File: src/csb_pkg.sv
// Shared types and constants for the compare, skip and branch unit
package csb_pkg;

	// ========================================================
	// Operation codes presented by the decode stage
	typedef enum logic [3:0] {
		OP_NONE,
		OP_COMPARE_SKIP_EQUAL,
		OP_COMPARE_REGISTERS,
		OP_COMPARE_REGISTERS_WITH_CARRY,
		OP_COMPARE_WITH_CONSTANT,
		OP_SKIP_REG_BIT_CLEAR,
		OP_SKIP_REG_BIT_SET,
		OP_SKIP_IO_BIT_CLEAR,
		OP_SKIP_IO_BIT_SET,
		OP_BRANCH_FLAG_SET,
		OP_BRANCH_FLAG_CLEAR,
		OP_BRANCH_EQUAL,
		OP_BRANCH_NOT_EQUAL,
		OP_BRANCH_CARRY_SET,
		OP_BRANCH_CARRY_CLEAR
	} csb_op_e;

	// ========================================================
	// Status flag bit positions
	localparam int FLAG_C = 0;
	localparam int FLAG_Z = 1;
	localparam int FLAG_N = 2;
	localparam int FLAG_V = 3;
	localparam int FLAG_S = 4;

	// Program counter width and advances
	localparam int          PC_W           = 16;
	localparam logic [15:0] PC_STEP        = 16'h0001;
	localparam logic [15:0] SKIP_ONE_WORD  = 16'h0002;
	localparam logic [15:0] SKIP_TWO_WORDS = 16'h0003;
	localparam logic [15:0] PC_RESET       = 16'h0000;
	localparam logic [7:0]  FLAGS_RESET    = 8'h00;

	// ========================================================
	// One request from decode
	typedef struct packed {
		logic        valid;
		csb_op_e     op;
		logic [7:0]  rd;
		logic [7:0]  rr;
		logic [7:0]  k_const;
		logic [2:0]  bit_sel;
		logic [7:0]  io_data;
		logic [6:0]  offset;
		logic        next_two_words;
	} csb_req_s;

	// Flag results of a subtraction
	typedef struct packed {
		logic [7:0] flags;
	} csb_flags_s;

endpackage

File: src/csb_unit.sv
// Compare, conditional skip and conditional branch execution unit
//
// Contract
// - Equal registers skip next instruction, flags kept
// - Register compare sets flags, with-carry subtracts carry
// - Constant compare sets flags, no write back
// - Register bit clear skips next instruction
// - Register bit set skips next instruction
// - I/O bit clear skips next instruction
// - I/O bit set skips next instruction
// - Chosen flag set branches to pc+offset+1
// - Chosen flag clear branches to pc+offset+1
// - Zero set branches to pc+offset+1
// - Zero clear branches to pc+offset+1
// - Carry set branches to pc+offset+1
// - Carry clear branches to pc+offset+1
`timescale 1ns/1ps
`default_nettype none
module csb_unit (
	input  wire logic              CLK,
	input  wire logic              RST,
	input  var csb_pkg::csb_req_s  REQ,
	output logic [15:0]            PC,
	output logic [7:0]             STATUS_FLAGS,
	output logic                   DONE,
	output logic                   TAKEN
);
	import csb_pkg::*;

	// ========================================================
	// State
	typedef struct packed {
		logic [15:0] pc;
		logic [7:0]  flags;
		logic        done;
		logic        taken;
	} csb_state_s;

	csb_state_s st;
	csb_state_s next_st;

	// ========================================================
	// Arithmetic and condition helpers
	logic [7:0] cmp_b;
	logic       use_cin;
	logic [7:0] cmp_flags;
	logic       skip;
	logic       branch;
	logic       is_cmp;

	// Constant compare uses the immediate, others the source register
	always_comb begin
		cmp_b   = (REQ.op == OP_COMPARE_WITH_CONSTANT) ? REQ.k_const : REQ.rr;
		use_cin = (REQ.op == OP_COMPARE_REGISTERS_WITH_CARRY);
		is_cmp  = (REQ.op == OP_COMPARE_REGISTERS)
			| (REQ.op == OP_COMPARE_REGISTERS_WITH_CARRY)
			| (REQ.op == OP_COMPARE_WITH_CONSTANT);
	end

	csb_sub_flags u_sub (
		.a         (REQ.rd),
		.b         (cmp_b),
		.cin       (st.flags[FLAG_C]),
		.use_cin   (use_cin),
		.flags_in  (st.flags),
		.flags_out (cmp_flags)
	);

	csb_cond u_cond (
		.req    (REQ),
		.flags  (st.flags),
		.skip   (skip),
		.branch (branch)
	);

	// ========================================================
	// Next state: flags only move on compares, pc on every request
	always_comb begin
		next_st       = st;
		next_st.done  = 1'b0;
		next_st.taken = 1'b0;
		if (REQ.valid) begin
			next_st.done = 1'b1;
			next_st.pc   = st.pc + PC_STEP;
			if (is_cmp) begin
				next_st.flags = cmp_flags;
			end
			if (skip) begin
				// Skip length depends on the size of the skipped instruction
				next_st.pc    = st.pc + (REQ.next_two_words ? SKIP_TWO_WORDS
					: SKIP_ONE_WORD);
				next_st.taken = 1'b1;
			end else if (branch) begin
				// Sign-extend the 7-bit offset before the add
				next_st.pc    = st.pc + {{9{REQ.offset[6]}}, REQ.offset} + PC_STEP;
				next_st.taken = 1'b1;
			end
		end
	end

	// Register the state
	always_ff @(posedge CLK or posedge RST) begin
		if (RST) begin
			st.pc    <= PC_RESET;
			st.flags <= FLAGS_RESET;
			st.done  <= 1'b0;
			st.taken <= 1'b0;
		end else begin
			st <= next_st;
		end
	end

	assign PC           = st.pc;
	assign STATUS_FLAGS = st.flags;
	assign DONE         = st.done;
	assign TAKEN        = st.taken;

	// ========================================================
	// Checks
	chk_skip_flags_kept: assert property (@(posedge CLK) disable iff (RST)
		(REQ.valid && !is_cmp) |=> (STATUS_FLAGS == $past(STATUS_FLAGS)))
		else $error("flags changed on a non-compare");
	chk_cmp_carry: assert property (@(posedge CLK) disable iff (RST)
		(REQ.valid && REQ.op == OP_COMPARE_REGISTERS)
		|=> (STATUS_FLAGS[FLAG_C] == ($past(REQ.rd) < $past(REQ.rr))))
		else $error("compare carry wrong");
	chk_const_zero: assert property (@(posedge CLK) disable iff (RST)
		(REQ.valid && REQ.op == OP_COMPARE_WITH_CONSTANT)
		|=> (STATUS_FLAGS[FLAG_Z] == ($past(REQ.rd) == $past(REQ.k_const))))
		else $error("constant compare zero wrong");
	chk_eq_skip_len: assert property (@(posedge CLK) disable iff (RST)
		(REQ.valid && REQ.op == OP_COMPARE_SKIP_EQUAL && REQ.rd == REQ.rr)
		|=> (PC == $past(PC) + ($past(REQ.next_two_words) ? 16'h0003 : 16'h0002)))
		else $error("skip length wrong");
	chk_io_skip: assert property (@(posedge CLK) disable iff (RST)
		(REQ.valid && REQ.op == OP_SKIP_IO_BIT_SET && !REQ.io_data[REQ.bit_sel])
		|=> (PC == $past(PC) + 16'h0001 && !TAKEN))
		else $error("io skip taken wrongly");
	chk_reg_clear: assert property (@(posedge CLK) disable iff (RST)
		(REQ.valid && REQ.op == OP_SKIP_REG_BIT_CLEAR && !REQ.rr[REQ.bit_sel])
		|=> TAKEN)
		else $error("reg bit clear skip missed");
	chk_beq_target: assert property (@(posedge CLK) disable iff (RST)
		(REQ.valid && REQ.op == OP_BRANCH_EQUAL && STATUS_FLAGS[FLAG_Z])
		|=> (PC == $past(PC) + {{9{$past(REQ.offset[6])}}, $past(REQ.offset)} + 16'h0001))
		else $error("branch target wrong");
	chk_bcc_hold: assert property (@(posedge CLK) disable iff (RST)
		(REQ.valid && REQ.op == OP_BRANCH_CARRY_CLEAR && STATUS_FLAGS[FLAG_C])
		|=> (PC == $past(PC) + 16'h0001 && !TAKEN))
		else $error("carry clear branch taken wrongly");
	chk_idle_hold: assert property (@(posedge CLK) disable iff (RST)
		!REQ.valid |=> (!DONE && PC == $past(PC)))
		else $error("state moved without request");

	// ========================================================
	// Compare flag checks, worked out without the borrow chain

	// Plain compare sets zero exactly when the operands match
	chk_cmp_zero: assert property (@(posedge CLK) disable iff (RST)
		(REQ.valid && REQ.op == OP_COMPARE_REGISTERS)
		|=> (STATUS_FLAGS[FLAG_Z] == ($past(REQ.rd) == $past(REQ.rr))))
		else $error("compare zero wrong");

	// Negative mirrors the top bit of the discarded difference
	chk_cmp_negative: assert property (@(posedge CLK) disable iff (RST)
		(REQ.valid && REQ.op == OP_COMPARE_REGISTERS)
		|=> (STATUS_FLAGS[FLAG_N]
			== ((($past(REQ.rd) - $past(REQ.rr)) & 8'h80) != 8'h00)))
		else $error("compare negative wrong");

	// Sign flag must tell a signed less-than, whatever the overflow
	chk_cmp_sign: assert property (@(posedge CLK) disable iff (RST)
		(REQ.valid && REQ.op == OP_COMPARE_REGISTERS)
		|=> (STATUS_FLAGS[FLAG_S] == ($signed($past(REQ.rd)) < $signed($past(REQ.rr)))))
		else $error("compare sign wrong");

	// With carry, a borrow comes when source plus carry exceeds destination
	chk_cmpc_carry: assert property (@(posedge CLK) disable iff (RST)
		(REQ.valid && REQ.op == OP_COMPARE_REGISTERS_WITH_CARRY)
		|=> (STATUS_FLAGS[FLAG_C] == ({1'b0, $past(REQ.rd)}
			< ({1'b0, $past(REQ.rr)} + {8'h00, $past(STATUS_FLAGS[FLAG_C])}))))
		else $error("carry compare borrow wrong");

	// A chained compare can clear zero but never set it afresh
	chk_cmpc_zero: assert property (@(posedge CLK) disable iff (RST)
		(REQ.valid && REQ.op == OP_COMPARE_REGISTERS_WITH_CARRY)
		|=> (STATUS_FLAGS[FLAG_Z] == ($past(STATUS_FLAGS[FLAG_Z])
			&& ($past(REQ.rd) == $past(REQ.rr) + {7'h00, $past(STATUS_FLAGS[FLAG_C])}))))
		else $error("carry compare zero wrong");

	// Constant compare borrows when the constant is the larger
	chk_const_carry: assert property (@(posedge CLK) disable iff (RST)
		(REQ.valid && REQ.op == OP_COMPARE_WITH_CONSTANT)
		|=> (STATUS_FLAGS[FLAG_C] == ($past(REQ.rd) < $past(REQ.k_const))))
		else $error("constant compare carry wrong");

	// Compares never skip, so they only step past themselves
	chk_cmp_pc_step: assert property (@(posedge CLK) disable iff (RST)
		(REQ.valid && is_cmp)
		|=> (PC == $past(PC) + PC_STEP && !TAKEN))
		else $error("compare moved pc wrongly");

	// Bits above the sign flag belong to other units and never move here
	chk_upper_flags: assert property (@(posedge CLK) disable iff (RST)
		REQ.valid |=> (STATUS_FLAGS[7:5] == $past(STATUS_FLAGS[7:5])))
		else $error("upper flags changed");

	// ========================================================
	// Skip checks, both the taken and the fall-through side

	// Unequal registers fall through to the next instruction
	chk_eq_no_skip: assert property (@(posedge CLK) disable iff (RST)
		(REQ.valid && REQ.op == OP_COMPARE_SKIP_EQUAL && REQ.rd != REQ.rr)
		|=> (PC == $past(PC) + PC_STEP && !TAKEN))
		else $error("unequal compare skipped");

	// A set bit under the clear test does not skip
	chk_reg_clear_hold: assert property (@(posedge CLK) disable iff (RST)
		(REQ.valid && REQ.op == OP_SKIP_REG_BIT_CLEAR && REQ.rr[REQ.bit_sel])
		|=> (PC == $past(PC) + PC_STEP && !TAKEN))
		else $error("reg bit clear skip taken wrongly");

	// A set register bit under the set test skips
	chk_reg_set_skip: assert property (@(posedge CLK) disable iff (RST)
		(REQ.valid && REQ.op == OP_SKIP_REG_BIT_SET && REQ.rr[REQ.bit_sel])
		|=> TAKEN)
		else $error("reg bit set skip missed");

	// A clear register bit under the set test falls through
	chk_reg_set_hold: assert property (@(posedge CLK) disable iff (RST)
		(REQ.valid && REQ.op == OP_SKIP_REG_BIT_SET && !REQ.rr[REQ.bit_sel])
		|=> (PC == $past(PC) + PC_STEP && !TAKEN))
		else $error("reg bit set skip taken wrongly");

	// A clear I/O bit under the clear test skips
	chk_io_clear_skip: assert property (@(posedge CLK) disable iff (RST)
		(REQ.valid && REQ.op == OP_SKIP_IO_BIT_CLEAR && !REQ.io_data[REQ.bit_sel])
		|=> TAKEN)
		else $error("io bit clear skip missed");

	// A set I/O bit under the clear test falls through
	chk_io_clear_hold: assert property (@(posedge CLK) disable iff (RST)
		(REQ.valid && REQ.op == OP_SKIP_IO_BIT_CLEAR && REQ.io_data[REQ.bit_sel])
		|=> (PC == $past(PC) + PC_STEP && !TAKEN))
		else $error("io bit clear skip taken wrongly");

	// A set I/O bit under the set test skips
	chk_io_set_skip: assert property (@(posedge CLK) disable iff (RST)
		(REQ.valid && REQ.op == OP_SKIP_IO_BIT_SET && REQ.io_data[REQ.bit_sel])
		|=> TAKEN)
		else $error("io bit set skip missed");

	// Register bit-clear skips take the same length rule as the equality skip
	chk_bit_skip_len: assert property (@(posedge CLK) disable iff (RST)
		(REQ.valid && REQ.op == OP_SKIP_REG_BIT_CLEAR && !REQ.rr[REQ.bit_sel])
		|=> (PC == $past(PC)
			+ ($past(REQ.next_two_words) ? SKIP_TWO_WORDS : SKIP_ONE_WORD)))
		else $error("bit skip length wrong");

	// ========================================================
	// Branch checks, target and fall-through

	// Chosen flag set jumps to the relative target
	chk_flag_set_jump: assert property (@(posedge CLK) disable iff (RST)
		(REQ.valid && REQ.op == OP_BRANCH_FLAG_SET && STATUS_FLAGS[REQ.bit_sel])
		|=> (TAKEN && PC == $past(PC) + 16'($signed($past(REQ.offset))) + PC_STEP))
		else $error("flag set branch target wrong");

	// Chosen flag clear under the set test falls through
	chk_flag_set_hold: assert property (@(posedge CLK) disable iff (RST)
		(REQ.valid && REQ.op == OP_BRANCH_FLAG_SET && !STATUS_FLAGS[REQ.bit_sel])
		|=> (PC == $past(PC) + PC_STEP && !TAKEN))
		else $error("flag set branch taken wrongly");

	// Chosen flag clear jumps to the relative target
	chk_flag_clear_jump: assert property (@(posedge CLK) disable iff (RST)
		(REQ.valid && REQ.op == OP_BRANCH_FLAG_CLEAR && !STATUS_FLAGS[REQ.bit_sel])
		|=> (TAKEN && PC == $past(PC) + 16'($signed($past(REQ.offset))) + PC_STEP))
		else $error("flag clear branch target wrong");

	// Chosen flag set under the clear test falls through
	chk_flag_clear_hold: assert property (@(posedge CLK) disable iff (RST)
		(REQ.valid && REQ.op == OP_BRANCH_FLAG_CLEAR && STATUS_FLAGS[REQ.bit_sel])
		|=> (PC == $past(PC) + PC_STEP && !TAKEN))
		else $error("flag clear branch taken wrongly");

	// Zero clear keeps the equal branch in sequence
	chk_equal_hold: assert property (@(posedge CLK) disable iff (RST)
		(REQ.valid && REQ.op == OP_BRANCH_EQUAL && !STATUS_FLAGS[FLAG_Z])
		|=> (PC == $past(PC) + PC_STEP && !TAKEN))
		else $error("equal branch taken wrongly");

	// Zero clear takes the not-equal branch
	chk_not_equal_jump: assert property (@(posedge CLK) disable iff (RST)
		(REQ.valid && REQ.op == OP_BRANCH_NOT_EQUAL && !STATUS_FLAGS[FLAG_Z])
		|=> (TAKEN && PC == $past(PC) + 16'($signed($past(REQ.offset))) + PC_STEP))
		else $error("not equal branch target wrong");

	// Carry set takes the carry-set branch
	chk_carry_set_jump: assert property (@(posedge CLK) disable iff (RST)
		(REQ.valid && REQ.op == OP_BRANCH_CARRY_SET && STATUS_FLAGS[FLAG_C])
		|=> (TAKEN && PC == $past(PC) + 16'($signed($past(REQ.offset))) + PC_STEP))
		else $error("carry set branch target wrong");

	// Carry clear takes the carry-clear branch
	chk_carry_clear_jump: assert property (@(posedge CLK) disable iff (RST)
		(REQ.valid && REQ.op == OP_BRANCH_CARRY_CLEAR && !STATUS_FLAGS[FLAG_C])
		|=> (TAKEN && PC == $past(PC) + 16'($signed($past(REQ.offset))) + PC_STEP))
		else $error("carry clear branch target wrong");

	// ========================================================
	// Completion pulses

	// Every accepted request is answered exactly one cycle later
	chk_done_pulse: assert property (@(posedge CLK) disable iff (RST)
		REQ.valid |=> DONE)
		else $error("request not answered");

	// A taken flag without a finished request would mislead fetch
	chk_taken_with_done: assert property (@(posedge CLK) disable iff (RST)
		TAKEN |-> DONE)
		else $error("taken without done");

endmodule
`default_nettype wire

File: src/csb_sub_flags.sv
// Subtract-and-flag unit used by all compare operations
`timescale 1ns/1ps
`default_nettype none
module csb_sub_flags (
	input  wire logic [7:0] a,
	input  wire logic [7:0] b,
	input  wire logic       cin,
	input  wire logic       use_cin,
	input  wire logic [7:0] flags_in,
	output logic      [7:0] flags_out
);
	import csb_pkg::*;

	// ========================================================
	// Difference and flag formation
	logic [8:0] diff;
	logic       n_bit;
	logic       v_bit;
	logic       z_new;
	always_comb begin
		diff  = {1'b0, a} - {1'b0, b} - {8'h00, (use_cin & cin)};
		n_bit = diff[7];
		v_bit = (a[7] & ~b[7] & ~diff[7]) | (~a[7] & b[7] & diff[7]);
		// With carry, zero only stays set, so multi-byte compares chain
		z_new = (diff[7:0] == 8'h00) & (~use_cin | flags_in[FLAG_Z]);
		flags_out         = flags_in;
		flags_out[FLAG_C] = diff[8];
		flags_out[FLAG_Z] = z_new;
		flags_out[FLAG_N] = n_bit;
		flags_out[FLAG_V] = v_bit;
		flags_out[FLAG_S] = n_bit ^ v_bit;
	end
endmodule
`default_nettype wire

File: src/csb_cond.sv
// Skip and branch condition evaluation
`timescale 1ns/1ps
`default_nettype none
module csb_cond (
	input  var csb_pkg::csb_req_s req,
	input  wire logic [7:0]       flags,
	output logic                  skip,
	output logic                  branch
);
	import csb_pkg::*;

	// ========================================================
	// Conditions per operation
	always_comb begin
		skip   = 1'b0;
		branch = 1'b0;
		unique case (req.op)
			OP_COMPARE_SKIP_EQUAL: skip   = (req.rd == req.rr);
			OP_SKIP_REG_BIT_CLEAR: skip   = ~req.rr[req.bit_sel];
			OP_SKIP_REG_BIT_SET:   skip   = req.rr[req.bit_sel];
			OP_SKIP_IO_BIT_CLEAR:  skip   = ~req.io_data[req.bit_sel];
			OP_SKIP_IO_BIT_SET:    skip   = req.io_data[req.bit_sel];
			OP_BRANCH_FLAG_SET:    branch = flags[req.bit_sel];
			OP_BRANCH_FLAG_CLEAR:  branch = ~flags[req.bit_sel];
			OP_BRANCH_EQUAL:       branch = flags[FLAG_Z];
			OP_BRANCH_NOT_EQUAL:   branch = ~flags[FLAG_Z];
			OP_BRANCH_CARRY_SET:   branch = flags[FLAG_C];
			OP_BRANCH_CARRY_CLEAR: branch = ~flags[FLAG_C];
			default: begin
				skip   = 1'b0;
				branch = 1'b0;
			end
		endcase
	end
endmodule
`default_nettype wire

File: config.mk
export PLATFORM = sky130hd
export DESIGN_NAME = csb_unit
export DESIGN_NICKNAME = d
export VERILOG_FILES = /design/src/csb_pkg.sv /design/src/csb_unit.sv /design/src/csb_sub_flags.sv /design/src/csb_cond.sv
export SDC_FILE = /design/constraint.sdc
export NUM_CORES = 1
export LEC_CHECK = 0
export ABC_CLOCK_PERIOD_IN_PS = 3900
export BUFFER_PORTS_ARGS = -buffer_cell sky130_fd_sc_hd__buf_2
export CAP_MARGIN = 5
export CELL_PAD_IN_SITES_DETAIL_PLACEMENT = 1
export CELL_PAD_IN_SITES_GLOBAL_PLACEMENT = 1
export CORE_MARGIN = 2
export CORE_UTILIZATION = 41
export DETAILED_ROUTE_END_ITERATION = 10
export PLACE_DENSITY_LB_ADDON = 0.1
export RECOVER_POWER = 100
export REMOVE_ABC_BUFFERS = 1
export SLEW_MARGIN = 15
export SYNTH_ARGS = -nofsm -noshare
export SYNTH_HDL_FRONTEND = slang
export SYNTH_SLANG_ARGS = --single-unit
File: constraint.sdc
create_clock -name CLK -period 3.9 [get_ports CLK]
set_clock_uncertainty 0.2 [all_clocks]
set_input_delay 0.78 -clock CLK [delete_from_list [all_inputs] [get_ports CLK]]
set_output_delay 0.78 -clock CLK [all_outputs]
set_load 0.02 [all_outputs]
==> results.yml <==
logic_synthesis:
  yosysSeqAreaShare: 0.162
  synth.distinct_cells: 60
  ys_ff_latch: 23
  synthCells: 457
  synth-edff-count: 0
  synth_warnings: 0
  synthArstFlopShare: 1.00
  syn_area_per_cell_um2: 7.76
  synthFlopType: "dfrtp_1"
  netlist_area_um2: 3550
clocking:
  cts.sinks: 23
  cts.htree.levels: 1
  clk_pin_slew_ns: 0.10
  root_buffer: "clkbuf_8"
  postCtsHoldBufs: 0
  cts_buffers: 3
  insertion_delay_ns: 0.27
  cts_tree: "built"
  clockBufferDepth: 2
setup_path:
  max_stage_delay_ns: 0.42
  cp_num_buf_inv: 3
  cp.required_ns: 3.92
  crit_arrival_ns: 3.73
  cpLargestDelayFamily: "compound AO/OA/AOI/OAI gates"
  worstSetupPathType: "in2reg"
  worstSetupStartpointType: "input pin"
  cpMaxStageDelayCell: "or4_1"
  cpMostUsedCell: "o21a_1"
  path_cells: "buf_2 -> nor2b_4 -> and2_4 -> clkbuf_2 -> mux2_2 -> ha_1 -> inv_1 -> ha_1 -> a21boi_0 -> o21a_1 -> o21a_1 -> o21a_1 -> o21a_1 -> or4_1 -> nand3_1"
  crit_fanout: 7
  critPathCaptureType: "flop"
floorplanning:
  num_rows: 33
  die_x_um: 97.0
  initial_core_util: 0.427
  io_pins: 76
  coreArea_um2: 8300
  dieArea_um2: 9410
  chipHeight_um: 97.0
grt:
  grt_pass1_vias: 3927
  overflow: 0
  use_met2: 0.427
  grt_pass1_wl_um: 19900
  antenna_found_initial: 0
  grt_busiest_layer: "met2"
  grt_use_total: 0.251
  met3_usage: 0.0282
  grt_max_degree: 42
  grt_util_met1: 0.348
cells_and_area:
  post-route-util: 0.501
  final_cell_mix: "buf_2, inv_1, o21ai_0"
  n_antenna_cell: 0
  mostFrequentLayoutCell: "buf_2"
  layout-drive-gt1-share: 0.190
  syn2layout_area_growth_pct: 17.2
  final_nets: 624
routing:
  drc_errors: 0
  vias: 3748
  drt_iter0_drc: 125
  vias_per_cell: 5.84
  drtAntennaViolNets: 0
  first_pass_iters: 4
  totalWireLength_um: 11700
  routedWlPerCell_um: 18.3
flow_run:
  max-cap-violations: 0
timing:
  period_minus_slack_ns: 3.71
  rsz0062_at_grt: "false"
  clock.fmax_mhz: 269
  worst_slack_ns: 0.189
  slew_headroom: 0.262
  drv_slew: 0
  tightestPinTransition_ns: 1.11
  finalSetupViolCount: 0
  period_share: 0.952
  finalHoldViolCount: 0
worst_hold_path:
  hp-class: "reg2reg"
place:
  hpwl_um: 9310
  gp_congestion: 0.809
  portBuffers: 72
  dp_slack_ns: -0.184
power_and_ir_drop:
  power_uw: 2220
  irDropWorstVdd_mv: 0.313
  powerDensity_nw_per_um2: 533
  p_leak_uw: 0.00186
status:
  status: "finished clean"
==> cells by family (layout without fill, tap and decap cells) <==
kind of cell	count (synthesis)	in the layout	share of synthesized area
buffers and inverters	64	142	0.0762
xor gates and xnor gates	29	29	0.0716
other	1	3	0.00106
and+or+nand+nor	153	153	0.227
DFF	23	23	0.162
muxes	27	27	0.0938
adders and majority gates	36	36	0.133
AOI/OAI and AO/OA	124	124	0.235
==> flip-flops by register name (all words and copies together), names as in the netlist <==
| register | count |
|---|---|
| TAKEN | 1 |
| DONE | 1 |
| STATUS_FLAGS | 5 |
| PC | 16 |
==> stage by stage <==
step	std cells	instance area (um^2)	setup TNS, ns	hold slack [ns]
final	642	4160	0	0.320
after floorplan	433	3430	-0.283	0.402
after detailed placement	637	4140	-0.667	0.302
after global placement	637	4140	-0.274	0.293
after CTS	641	4190	0	0.324
after global routing	642	4160	0	0.369
==> power breakdown <==
group	switching, uW	internal (uW)	leakage [uW]
registers	206	330	0.000278
logic	881	635	0.00156
clock network	90.9	73.3	0.0000228
total	1180	1040	0.00186
==> per-layer routing <==
metal,share of wire,up-vias,wire length [um]
li1,-,1834,-
met1,0.48,1805,5680
met2,0.46,99,5400
met3,0.044,10,517
met4,0.010,0,123
met5,0,-,0
==> tightest hold or removal path, stage by stage, from the launching register on <==
cell and delay (ns):
dfrtp_1 0.37, nand2_1 0.05, o21ai_0 0.06
==> cells in the mapped netlist (4+ instances only) <==
library cell / instances / area share
nor2_1: 28 / 0.030
o21a_1: 10 / 0.021
ha_1: 33 / 0.12
o21ai_0: 38 / 0.054
a21o_1: 6 / 0.013
buf_4: 7 / 0.015
xor2_1: 8 / 0.020
xnor2_1: 21 / 0.052
a211oi_1: 7 / 0.015
nor4_1: 8 / 0.014
nand3_1: 16 / 0.023
nor3_1: 15 / 0.021
mux2_2: 10 / 0.032
nand3b_1: 5 / 0.011
nand4_1: 10 / 0.018
or3_1: 5 / 0.0088
clkbuf_1: 16 / 0.017
nor2b_1: 5 / 0.0088
mux2i_1: 13 / 0.037
and3_1: 7 / 0.012
dfrtp_1: 23 / 0.16
mux4_2: 4 / 0.025
a21oi_1: 16 / 0.023
o211ai_1: 6 / 0.013
or4_1: 5 / 0.011
inv_1: 38 / 0.040
a31oi_1: 6 / 0.011
nand2_1: 30 / 0.032
nand2b_1: 6 / 0.011
==> cell type report <==
class,instances,area [um^2]
Fill cell,1090,4140
Multi-Input combinational cell,372,2730
Sequential cell,23,576
Timing Repair Buffer,100,533
Inverter,38,143
Tap cell,105,131
Clock buffer,4,45.0
==> what timing repair did <==
item | CTS | global route
setup buffers | 0 | 1
resized for setup | 0 | 5
setup endpoints to repair | 0 | 4
==> final timing paths <==
path | to | slack, ns | cells after the start | start
worst max-delay path | STATUS_FLAGS[0]$_DFFE_PP0P_ | 0.19 | 15 | REQ[45]
worst min-delay path | STATUS_FLAGS[3]$_DFFE_PP0P_ | 0.32 | 2 | STATUS_FLAGS[3]$_DFFE_PP0P_
worst max register to register | PC[14]$_DFFE_PP0P_ | 0.50 | 11 | PC[0]$_DFFE_PP0P_
worst min register to register | STATUS_FLAGS[3]$_DFFE_PP0P_ | 0.32 | 2 | STATUS_FLAGS[3]$_DFFE_PP0P_
max in group asynchronous | PC[6]$_DFFE_PP0P_ | 2.37 | 2 | RST
min in group asynchronous | DONE$_DFF_PP0_ | 0.53 | 2 | RST
Note: power is estimated with default switching activity, not from simulation.
